--- src/include/lcd_pkg.sv ---
/*
  Package for the loop code detector: register map, field positions,
  reset values, mode codes, timing counts and the state record.
  Assumes a single 100 MHz clock and one word per register.
*/
package lcd_pkg;

  localparam logic [7:0] ADDR_CTRL = 8'h00;
  localparam logic [7:0] ADDR_RAIL = 8'h04;
  localparam logic [7:0] ADDR_INT_STAT = 8'h08;
  localparam logic [7:0] ADDR_INT_MASK = 8'h0c;
  localparam logic [7:0] ADDR_STATUS = 8'h10;

  localparam int CTRL_MODE_LSB = 6;
  localparam int CTRL_CODE_BIT = 5;
  localparam int CTRL_SPARE_LSB = 3;
  localparam int INT_SEEN_BIT = 0;
  localparam int INT_LOOP_BIT = 1;

  localparam logic [1:0] MODE_OFF = 2'h0;
  localparam logic [1:0] MODE_UP = 2'h1;
  localparam logic [1:0] MODE_DOWN = 2'h2;
  localparam logic [1:0] MODE_AUTO = 2'h3;

  localparam logic [1:0] RST_MODE = 2'h0;
  localparam logic RST_CODE = 1'b0;
  localparam logic [1:0] RST_SPARE = 2'h0;
  localparam logic RST_DUAL_RAIL = 1'b0;
  localparam logic [1:0] RST_INT_MASK = 2'h0;

  localparam logic [4:0] UP_PATTERN = 5'h01;
  localparam logic [2:0] DOWN_PATTERN = 3'h1;
  localparam logic [2:0] UP_LEN = 3'h5;
  localparam logic [2:0] DOWN_LEN = 3'h3;

  localparam longint CLK_HZ = 100_000_000;
  localparam longint HOLD_TIME_S = 5;
  localparam longint HOLD_CYCLES = HOLD_TIME_S * CLK_HZ;

  typedef enum logic [1:0] {TGT_NONE, TGT_UP, TGT_DOWN} lcd_target_t;

  typedef struct packed {
    logic [1:0] mode;
    logic code_sel;
    logic [1:0] spare;
    logic dual_rail;
    logic [1:0] int_stat;
    logic [1:0] int_mask;
    logic loopback;
    lcd_target_t target;
    logic [4:0] hist;
    logic [2:0] fill;
    logic matched;
    logic fired;
    logic [31:0] timer;
    logic dp_valid;
    logic dp_write;
    logic dp_map;
    logic [7:0] dp_addr;
    logic [31:0] hrdata;
    logic hreadyout;
    logic hresp;
    logic irq;
    logic line_code_ami;
  } lcd_state_t;

endpackage

--- src/logic/lcd_loop_code_detect.sv ---
/*
  Receive-path network loop code detector with line-code select,
  reached over an AHB-Lite slave port.
  Assumes received bits arrive on hclk with a one-cycle bit enable,
  and that the slave is the only one on its bus segment.
*/
// Local design decisions: the AHB-Lite slave port and the register addresses.
`timescale 1ns/10ps

// What this block does
// - Mode 00 disables detection, 01 watches loop-up, 10 watches loop-down.
// - Mode 11 watches loop-up and activates remote loop-back on recognition.
// - Loop-up: repeating 00001 held over five seconds sets the seen flag.
// - Loop-down: repeating 001 held over five seconds sets the seen flag.
// - Seen flag set with its enable high raises the interrupt.
// - Entering automatic mode clears the seen flag and watches for loop-up.
// - Automatic mode: loop-up over five seconds sets flag and enables loop-back.
// - After loop-back starts, automatic mode switches to watching loop-down.
// - Seen flag stays set when the loop-up pattern stops.
// - Loop-back ends only on loop-down or on leaving automatic mode.
// - Line-code select 0 picks HDB3, 1 picks AMI.
// - Line-code select acts only in single-rail operation.
// - Control bits 4-3 are spare, read/write, reset to 00.
module lcd_loop_code_detect #(
  parameter longint HOLD_COUNT = lcd_pkg::HOLD_CYCLES
) (
  input wire logic hclk,
  input wire logic hresetn,
  input wire logic hsel,
  input wire logic [31:0] haddr,
  input wire logic [1:0] htrans,
  input wire logic hwrite,
  input wire logic [2:0] hsize,
  input wire logic hready,
  input wire logic [31:0] hwdata,
  output logic [31:0] hrdata,
  output logic hreadyout,
  output logic hresp,
  input wire logic rx_data,
  input wire logic rx_bit_en,
  output logic remote_loopback,
  output logic line_code_ami,
  output logic irq
);
  import lcd_pkg::*;

  localparam logic [31:0] HOLD_LAST = 32'(HOLD_COUNT);

  lcd_state_t s_reg;
  lcd_state_t s_next;

  // Exactly one 1 in every window means the stream repeats the pattern
  function automatic logic window_ok(input logic [4:0] h, input lcd_target_t t);
    logic ok;
    ok = 1'b0;
    case (t)
      TGT_UP: begin
        ok = ($countones(h) == 1);
      end
      TGT_DOWN: begin
        ok = ($countones(h[2:0]) == 1);
      end
      default: begin
        ok = 1'b0;
      end
    endcase
    return ok;
  endfunction

  function automatic logic [2:0] window_len(input lcd_target_t t);
    return (t == TGT_UP) ? UP_LEN : DOWN_LEN;
  endfunction

  always_comb begin
    logic [1:0] clr;
    logic [1:0] set;
    logic [4:0] hist_new;
    s_next = s_reg;
    clr = 2'h0;
    set = 2'h0;
    hist_new = 5'h00;
    s_next.hreadyout = 1'b1;
    s_next.hresp = 1'b0;

    // Data phase of a write
    if (s_reg.dp_valid && s_reg.dp_write && s_reg.dp_map) begin
      if (s_reg.dp_addr == ADDR_CTRL) begin
        s_next.mode = hwdata[CTRL_MODE_LSB +: 2];
        s_next.code_sel = hwdata[CTRL_CODE_BIT];
        s_next.spare = hwdata[CTRL_SPARE_LSB +: 2];
      end else if (s_reg.dp_addr == ADDR_RAIL) begin
        s_next.dual_rail = hwdata[0];
      end else if (s_reg.dp_addr == ADDR_INT_STAT) begin
        clr = hwdata[1:0];
      end else if (s_reg.dp_addr == ADDR_INT_MASK) begin
        s_next.int_mask = hwdata[1:0];
      end
    end

    if (s_next.mode == MODE_AUTO && s_reg.mode != MODE_AUTO) begin
      clr[INT_SEEN_BIT] = 1'b1;
    end
    if (s_next.mode != MODE_AUTO && s_reg.loopback) begin
      s_next.loopback = 1'b0;
      set[INT_LOOP_BIT] = 1'b1;
    end

    case (s_next.mode)
      MODE_UP: begin
        s_next.target = TGT_UP;
      end
      MODE_DOWN: begin
        s_next.target = TGT_DOWN;
      end
      MODE_AUTO: begin
        s_next.target = s_reg.loopback ? TGT_DOWN : TGT_UP;
      end
      default: begin
        s_next.target = TGT_NONE;
      end
    endcase

    // Bit history and pattern match
    if (s_next.target != s_reg.target) begin
      s_next.fill = 3'h0;
      s_next.matched = 1'b0;
      s_next.hist = 5'h00;
    end else if (rx_bit_en) begin
      hist_new = {s_reg.hist[3:0], rx_data};
      s_next.hist = hist_new;
      if (s_reg.fill != UP_LEN) begin
        s_next.fill = s_reg.fill + 3'h1;
      end
      s_next.matched = (s_next.fill >= window_len(s_reg.target))
                       && window_ok(hist_new, s_reg.target);
    end

    // Persistence timer; a broken pattern starts over
    if (!s_reg.matched || s_next.target != s_reg.target) begin
      s_next.timer = 32'h0;
      s_next.fired = 1'b0;
    end else if (s_reg.timer != HOLD_LAST) begin
      s_next.timer = s_reg.timer + 32'h1;
    end else if (!s_reg.fired) begin
      // Timer at the limit with the pattern still present: over the hold time
      s_next.fired = 1'b1;
      set[INT_SEEN_BIT] = 1'b1;
      if (s_reg.mode == MODE_AUTO && s_reg.target == TGT_UP) begin
        s_next.loopback = 1'b1;
        set[INT_LOOP_BIT] = 1'b1;
      end else if (s_reg.mode == MODE_AUTO && s_reg.target == TGT_DOWN) begin
        s_next.loopback = 1'b0;
        set[INT_LOOP_BIT] = 1'b1;
      end
    end

    // Set wins over a same-cycle clear; only software clears the flag
    s_next.int_stat = (s_reg.int_stat & ~clr) | set;
    s_next.irq = |(s_next.int_stat & s_next.int_mask);
    s_next.line_code_ami = s_next.code_sel & ~s_next.dual_rail;

    // Address phase; read data is built from the updated state
    if (hsel && hready && htrans[1]) begin
      s_next.dp_valid = 1'b1;
      s_next.dp_write = hwrite;
      s_next.dp_addr = haddr[7:0];
      s_next.dp_map = (haddr[31:8] == 24'h0);
      if (!hwrite) begin
        s_next.hrdata = 32'h0;
        if (haddr[31:8] != 24'h0) begin
          s_next.hrdata = 32'h0;
        end else if (haddr[7:0] == ADDR_CTRL) begin
          s_next.hrdata[CTRL_MODE_LSB +: 2] = s_next.mode;
          s_next.hrdata[CTRL_CODE_BIT] = s_next.code_sel;
          s_next.hrdata[CTRL_SPARE_LSB +: 2] = s_next.spare;
        end else if (haddr[7:0] == ADDR_RAIL) begin
          s_next.hrdata[0] = s_next.dual_rail;
        end else if (haddr[7:0] == ADDR_INT_STAT) begin
          s_next.hrdata[1:0] = s_next.int_stat;
        end else if (haddr[7:0] == ADDR_INT_MASK) begin
          s_next.hrdata[1:0] = s_next.int_mask;
        end else if (haddr[7:0] == ADDR_STATUS) begin
          s_next.hrdata[0] = s_next.loopback;
          s_next.hrdata[2:1] = s_next.target;
          s_next.hrdata[3] = s_next.matched;
        end
      end
    end else begin
      s_next.dp_valid = 1'b0;
      s_next.dp_write = 1'b0;
    end
  end

  always_ff @(posedge hclk or negedge hresetn) begin
    if (!hresetn) begin
      s_reg <= '{mode: RST_MODE, code_sel: RST_CODE, spare: RST_SPARE,
                 dual_rail: RST_DUAL_RAIL, int_stat: 2'h0, int_mask: RST_INT_MASK,
                 loopback: 1'b0, target: TGT_NONE, hist: 5'h00, fill: 3'h0,
                 matched: 1'b0, fired: 1'b0, timer: 32'h0, dp_valid: 1'b0,
                 dp_write: 1'b0, dp_map: 1'b0, dp_addr: 8'h00, hrdata: 32'h0,
                 hreadyout: 1'b1, hresp: 1'b0, irq: 1'b0, line_code_ami: 1'b0};
    end else begin
      s_reg <= s_next;
    end
  end

  assign hrdata = s_reg.hrdata;
  assign hreadyout = s_reg.hreadyout;
  assign hresp = s_reg.hresp;
  assign remote_loopback = s_reg.loopback;
  assign line_code_ami = s_reg.line_code_ami;
  assign irq = s_reg.irq;

endmodule
--- config.mk ---
export PLATFORM = sky130hd
export DESIGN_NAME = lcd_loop_code_detect
export DESIGN_NICKNAME = d
export VERILOG_FILES = /design/src/include/lcd_pkg.sv /design/src/logic/lcd_loop_code_detect.sv
export SDC_FILE = /design/constraint.sdc
export NUM_CORES = 1
export LEC_CHECK = 0
export BUFFER_PORTS_ARGS = -buffer_cell sky130_fd_sc_hd__buf_2
export CORE_MARGIN = 4
export CORE_UTILIZATION = 50
export CTS_BUF_LIST = sky130_fd_sc_hd__clkbuf_16
export DETAILED_ROUTE_END_ITERATION = 8
export GPL_TIMING_DRIVEN = 0
export HOLD_SLACK_MARGIN = 0.1
export MAX_ROUTING_LAYER = met4
export PLACE_DENSITY = 0.76
export SYNTH_ARGS = -nofsm -noshare
export SYNTH_HDL_FRONTEND = slang
export SYNTH_SLANG_ARGS = --single-unit
--- constraint.sdc ---
create_clock -name hclk -period 3.4 [get_ports hclk]
set_clock_uncertainty 0.2 [all_clocks]
set_input_delay 0.17 -clock hclk [delete_from_list [all_inputs] [get_ports hclk]]
set_output_delay 0.17 -clock hclk [all_outputs]
set_load 0.05 [all_outputs]
# Word level (Yosys, flattened, before mapping)

Index checks and enable logic that the tools add are counted.

Bits in registers: 75
Input bits: 76
Output and inout port bits: 37
Word-level logic and storage cells: 127

Add/subtract/negate cells: 7
Magnitude comparators: 1
Equality and inequality tests: 21
Muxes and demuxes: 52
Bitwise gates (word level): 7
Reduce and logical (&&, ||, !) cells: 19

Operator list:

| kind                                                                       | count |
|---|---|
| 2-bit two-way mux                                                          | 18 |
| 33-bit two-way mux                                                         | 1 |
| 32-bit by 1-bit adder with 32-bit output                                   | 1 |
| 32-bit by 1-bit adder with 32-bit output (second input constant)           | 1 |
| 32-bit by 2-bit adder with 32-bit output                                   | 1 |
| 32-bit by 2-bit equality test with 1-bit output (second input constant)    | 1 |
| 8-bit by 4-bit equality test with 1-bit output (second input constant)     | 4 |
| 32-bit two-way mux                                                         | 1 |
| 32-bit by 29-bit inequality test with 1-bit output (second input constant) | 1 |
| 24-bit logical NOT                                                         | 1 |
| 8-bit two-way mux                                                          | 3 |
| 24-bit nonzero test                                                        | 1 |
| 3-bit two-way mux                                                          | 6 |
| 1-bit two-way mux                                                          | 17 |
| 8-bit by 3-bit equality test with 1-bit output (second input constant)     | 2 |
| 8-bit logical NOT                                                          | 2 |
| 1-bit logical AND                                                          | 9 |
| 2-bit equality test (second input constant)                                | 4 |
| 8-bit by 5-bit equality test with 1-bit output (second input constant)     | 1 |
| 4-bit two-way mux                                                          | 2 |
| 6-bit two-way mux                                                          | 1 |
| 2-bit inequality test (second input constant)                              | 3 |
| 2-bit one-hot mux with 3 select lines                                      | 1 |
| 5-bit two-way mux                                                          | 1 |
| other kinds (19)                                                           | 24 |

# Longest topological paths before layout

Depth in word-level cells: 18
Depth in mapped cells: 14
Depth with buffers taken out: 14

# Worst setup path after synthesis

No wires, ideal clock.

Path type: reg-to-reg
From: register s_reg[37] (netlist name)
To: register s_reg (netlist bit hrdata[0])
Library setup time: 0.131 ns
Data arrival time: 2.742 ns
Slack: 0.326 ns
Stages on the path, launching flop included: 10
Buffers on the path: 0
Period minus slack after synthesis: 3.074 ns
Cells stage by stage: dfrtp_1 > or4_4 > or4_4 > o211a_1 > a2111o_1 > o41ai_2 > nor2_1 > o21ba_2 > a21oi_1 > a22oi_1

Word-level cells in the longest chain between the ends: 17
Elaborated cells on any way between the ends: 43
Those cells by class: 8 x eq/ne; 28 x mux; 3 x bitwise; 4 x reduce/logical

RTL lines:

| what                   | line                        | text |
|---|---|---|
| start, declared        | lcd_loop_code_detect.sv:49  | `lcd_state_t s_reg;` |
| start signal, assigned | lcd_loop_code_detect.sv:196 | `s_reg <= '{mode: RST_MODE, code_sel: RST_CODE, spare: RST_SPARE,` |
| start signal, assigned | lcd_loop_code_detect.sv:203 | `s_reg <= s_next;` |
| 8-bit logical NOT      | lcd_loop_code_detect.sv:87  | `if (s_reg.dp_addr == ADDR_CTRL) begin` |
| 5-bit two-way mux      | lcd_loop_code_detect.sv:87  |  |
| 6-bit two-way mux      | lcd_loop_code_detect.sv:86  | `if (s_reg.dp_valid && s_reg.dp_write && s_reg.dp_map) begin` |
| 2-bit inequality test  | lcd_loop_code_detect.sv:103 | `if (s_next.mode != MODE_AUTO && s_reg.loopback) begin` |
| 1-bit logical AND      | lcd_loop_code_detect.sv:103 |  |
| 1-bit two-way mux      | lcd_loop_code_detect.sv:103 |  |
| 1-bit two-way mux      | lcd_loop_code_detect.sv:151 | `end else if (s_reg.mode == MODE_AUTO && s_reg.target == TGT_DOWN) begin` |
| 1-bit two-way mux      | lcd_loop_code_detect.sv:148 | `if (s_reg.mode == MODE_AUTO && s_reg.target == TGT_UP) begin` |
| 1-bit two-way mux      | lcd_loop_code_detect.sv:144 | `end else if (!s_reg.fired) begin` |
| 1-bit two-way mux      | lcd_loop_code_detect.sv:142 | `end else if (s_reg.timer != HOLD_LAST) begin` |
| 1-bit two-way mux      | lcd_loop_code_detect.sv:139 | `if (!s_reg.matched \|\| s_next.target != s_reg.target) begin` |
| 4-bit two-way mux      | lcd_loop_code_detect.sv:182 | `end else if (haddr[7:0] == ADDR_STATUS) begin` |
| 2-bit two-way mux      | lcd_loop_code_detect.sv:180 | `end else if (haddr[7:0] == ADDR_INT_MASK) begin` |
| 2-bit two-way mux      | lcd_loop_code_detect.sv:178 | `end else if (haddr[7:0] == ADDR_INT_STAT) begin` |
| 1-bit two-way mux *    | lcd_loop_code_detect.sv:176 | `end else if (haddr[7:0] == ADDR_RAIL) begin` |
| 3-bit two-way mux *    | lcd_loop_code_detect.sv:172 | `end else if (haddr[7:0] == ADDR_CTRL) begin` |
| 8-bit two-way mux *    | lcd_loop_code_detect.sv:170 | `if (haddr[31:8] != 24'h0) begin` |

Mark *: on every way between the ends. The rest lies on a longest branch, timed or not.
A chain may end at the register's enable or synchronous reset.

==> impl_metrics.toml <==
[run_status]
status = "completed"

[timing]
post-route-period-util_pct = 99.63
finalCriticalPeriod_ns = 3.387
worst_slew_pin_slew_ns = 1.027
tns_ns = 0
grt_setup_unrepaired = "yes"
maxSlewViolCount = 0
hold_viol_final = 0
slew_headroom_pct = 31.30
max_freq_mhz = 295.2
finalSetupViolCount = 0

[flow_run]
maxCapViolations = 0

[layout]
area_delta_synth_final_pct = 27.35
multi_input_area_um2 = 2137
largest_reg_flops = 64
fill_cells = 657
final_area_um2 = 5378
drive_above_1_share_pct = 22.93
diodes = 0
seq_area_um2 = 1877
nets = 666

[detailed_routing]
drtIter0Drc = 178
wire_per_inst_um = 13.70
routed_wl_um = 9384
dr_wl_met2_um = 4692
drc = 0
post_drt_via_cell_ratio = 5.124
dr.pass1.iters = 4
drt-met1-wl_um = 4081
highest_layer = "met4"
vias = 3510
routed-wl-met3_um = 414
antenna_left = 0

[floorplan]
core_area_um2 = 8217
dieArea_um2 = 9980
floorplan.initialDensity_pct = 51.39
die_w_um = 99.90
ios = 113
dieHeight_um = 99.90
rows = 33

[clocking]
cts_tree = "yes"
cts_root_buf = "clkbuf_16"
cts_sinks = 75
cts.clk_slew.worst_paths_ns = 0.06
clk_path_buf_depth = 2
cts_buffers = 9
htree_levels = 3
clkLatencyLatePin_ns = 0.33

[global_route]
grt-ovfl-total = 0
grt_pass1_vias = 3468
grt_max_degree = 53
track_usage_pct = 20.02
grt_pass1_wl_um = 15810
antenna_found_initial = 0

[worst_setup_path]
start_kind = "register"
crit_buf_inv = 0
crit_fanout = 4
cp.depth = 9
cp_common_cell = "or4_4"
regToRegSetupSlack_ns = 0.01
rr_endpoint = "hrdata[1]"
worstPathArrival_ns = 3.41
critPathMaxStageDelay_ns = 0.56
reg2reg_from = "s_reg[40]"
path_delay_family = "compound AO/OA/AOI/OAI gates"
reg2reg_depth = 9
cp.required_ns = 3.42
cp_slowest_cell = "or4_4"
endpoint_kind = "register"
critical_path_class = "reg2reg"
path_cells = "or4_4 -> or4_4 -> o211a_1 -> a2111o_1 -> o41ai_4 -> o21ai_4 -> o31ai_4 -> nor3_2 -> o41ai_2"

[power_and_ir_drop]
p_per_area_nw_per_um2 = 392.7
peakVddDrop_mv = 0.2602
leakagePower_nw = 2.637

[worst_hold_path]
hold_path.class = "in2reg"
worstHoldEndpoint = "s_reg[82]"
holdPathStages = 3
worstHoldStart = "rx_bit_en"

[logic_synthesis]
ys_top_cells_by_area = "dfrtp_1 (44%), buf_4 (6.0%), nand2_1 (5.7%)"
synth.most_common_cell = "dfrtp_1"
synthTopCellsByCount = "dfrtp_1 (75), nand2_1 (64), nor2_1 (62), buf_4 (34), xor2_1 (24)"
syn_area_per_cell_um2 = 9.281
synth_cell_types = 53
synthFlopType = "dfrtp_1"
synth_seq_area_share_pct = 44.44
ys_ff_latch = 75
yosysWarnings = 0
syn_inst = 455
synth_edf_count = 0
synth_top_cell_by_area = "dfrtp_1"
synthArstFlopShare_pct = 100.0
syn-cell-area_um2 = 4223
synth_top_cell_area_share_pct = 44.44

[placed_design]
dpl-instance-area_um2 = 4750
hpwl_um = 6669
place_congestion = 0.8726
io_buffer_count = 55
worst register-to-register path: cells and delay by family, from the launching register on:
| kind | cells | cell delay [ns] |
|---|---|---|
| AO/OA/AOI/OAI | 6 | 1.57 |
| flip-flops | 1 | 0.38 |
| AND/OR/NAND/NOR | 3 | 1.13 |
cells by family after synthesis:
| logic type | count (synthesis) | share of synthesized area, % |
|---|---|---|
| muxes | 13 | 3.170 |
| xor gates and xnor gates | 31 | 6.430 |
| buffers and inverters | 62 | 8.533 |
| adders and majority gates | 15 | 4.978 |
| and+or+nand+nor | 214 | 24.65 |
| AOI/OAI and AO/OA | 43 | 7.615 |
| DFF | 75 | 44.44 |
| other | 2 | 0.1778 |
report_power, final:
part           switching (mW)  internal, mW
logic                   0.157        0.0933
clock network           0.361         0.565
registers              0.0198         0.916
layout make-up:
class | instances | share of cell area (%)
inverter | 20 | 1.396
timing repair buffer | 85 | 10.75
buffer | 42 | 5.305
clock inverter | 7 | 1.280
tap | 105 | 2.443
clock buffer | 9 | 4.188
sequential | 75 | 34.90
multi-input combinational | 342 | 39.74
worst max-delay path by stage:
| stage | to | startpoint |
|---|---|---|
| global placement | hrdata[0] | s_reg[37] |
| finish | hrdata[1] | s_reg[40] |
| floorplan | hrdata[0] | s_reg[37] |
| global route | s_reg[60] | s_reg[40] |
| detailed placement | hrdata[0] | s_reg[37] |
| CTS | hrdata[0] | s_reg[37] |
placed cells by master (no fill, tap or decap), types with 3 or more instances in the layout:
cell / instances
nand2_1: 64
xnor2_1: 7
xor2_1: 24
dfrtp_1: 75
clkbuf_16: 9
buf_2: 54
dlygate4sd3_1: 22
nor3_2: 3
nor2_1: 61
nand4_1: 8
inv_1: 20
and2_1: 3
mux2i_1: 10
nand3_1: 22
buf_4: 42
a21oi_1: 11
fa_1: 3
mux2_2: 3
nand2b_1: 3
ha_1: 12
and3_1: 11
conb_1: 26
or3_1: 4
o21ai_0: 9
nor4_1: 13
clkbuf_1: 8
per-layer routing:
metal | GRT usage, % | vias to the layer above
met5 | - | -
met2 | 32.32 | 102
met1 | 25.59 | 1664
met4 | 6.513 | 0
met3 | 3.683 | 20
li1 | - | 1724
what timing repair did:
| item | 4_1_cts | 5_1_grt |
|---|---|---|
| hold endpoints to repair | 103 | 0 |
| pin swaps | 1 | 12 |
| gates resized for setup | 1 | 11 |
| buffers inserted | 0 | 7 |
| hold buffers | 22 | 0 |
| endpoints found under the setup margin | 2 | 36 |
through the flow:
| stage | instances | setup WS, ns | power [mW] | hold WS, ns | utilization (%) |
|---|---|---|---|---|---|
| floorplan | 479 | 0.3262 | 1.106 | -0.3256 | - |
| global placement | 639 | 0.01261 | 1.166 | 0.1740 | 57.44 |
| detailed placement | 640 | -0.02022 | 1.176 | -0.1011 | 57.80 |
| CTS | 678 | 0.005910 | 2.121 | 0.1319 | 64.20 |
| global route | 685 | -0.1078 | 2.200 | 0.1472 | 65.45 |
| finish | 685 | 0.01256 | 2.112 | 0.1418 | 65.45 |
No activity file was read; power rests on OpenSTA's default activity.
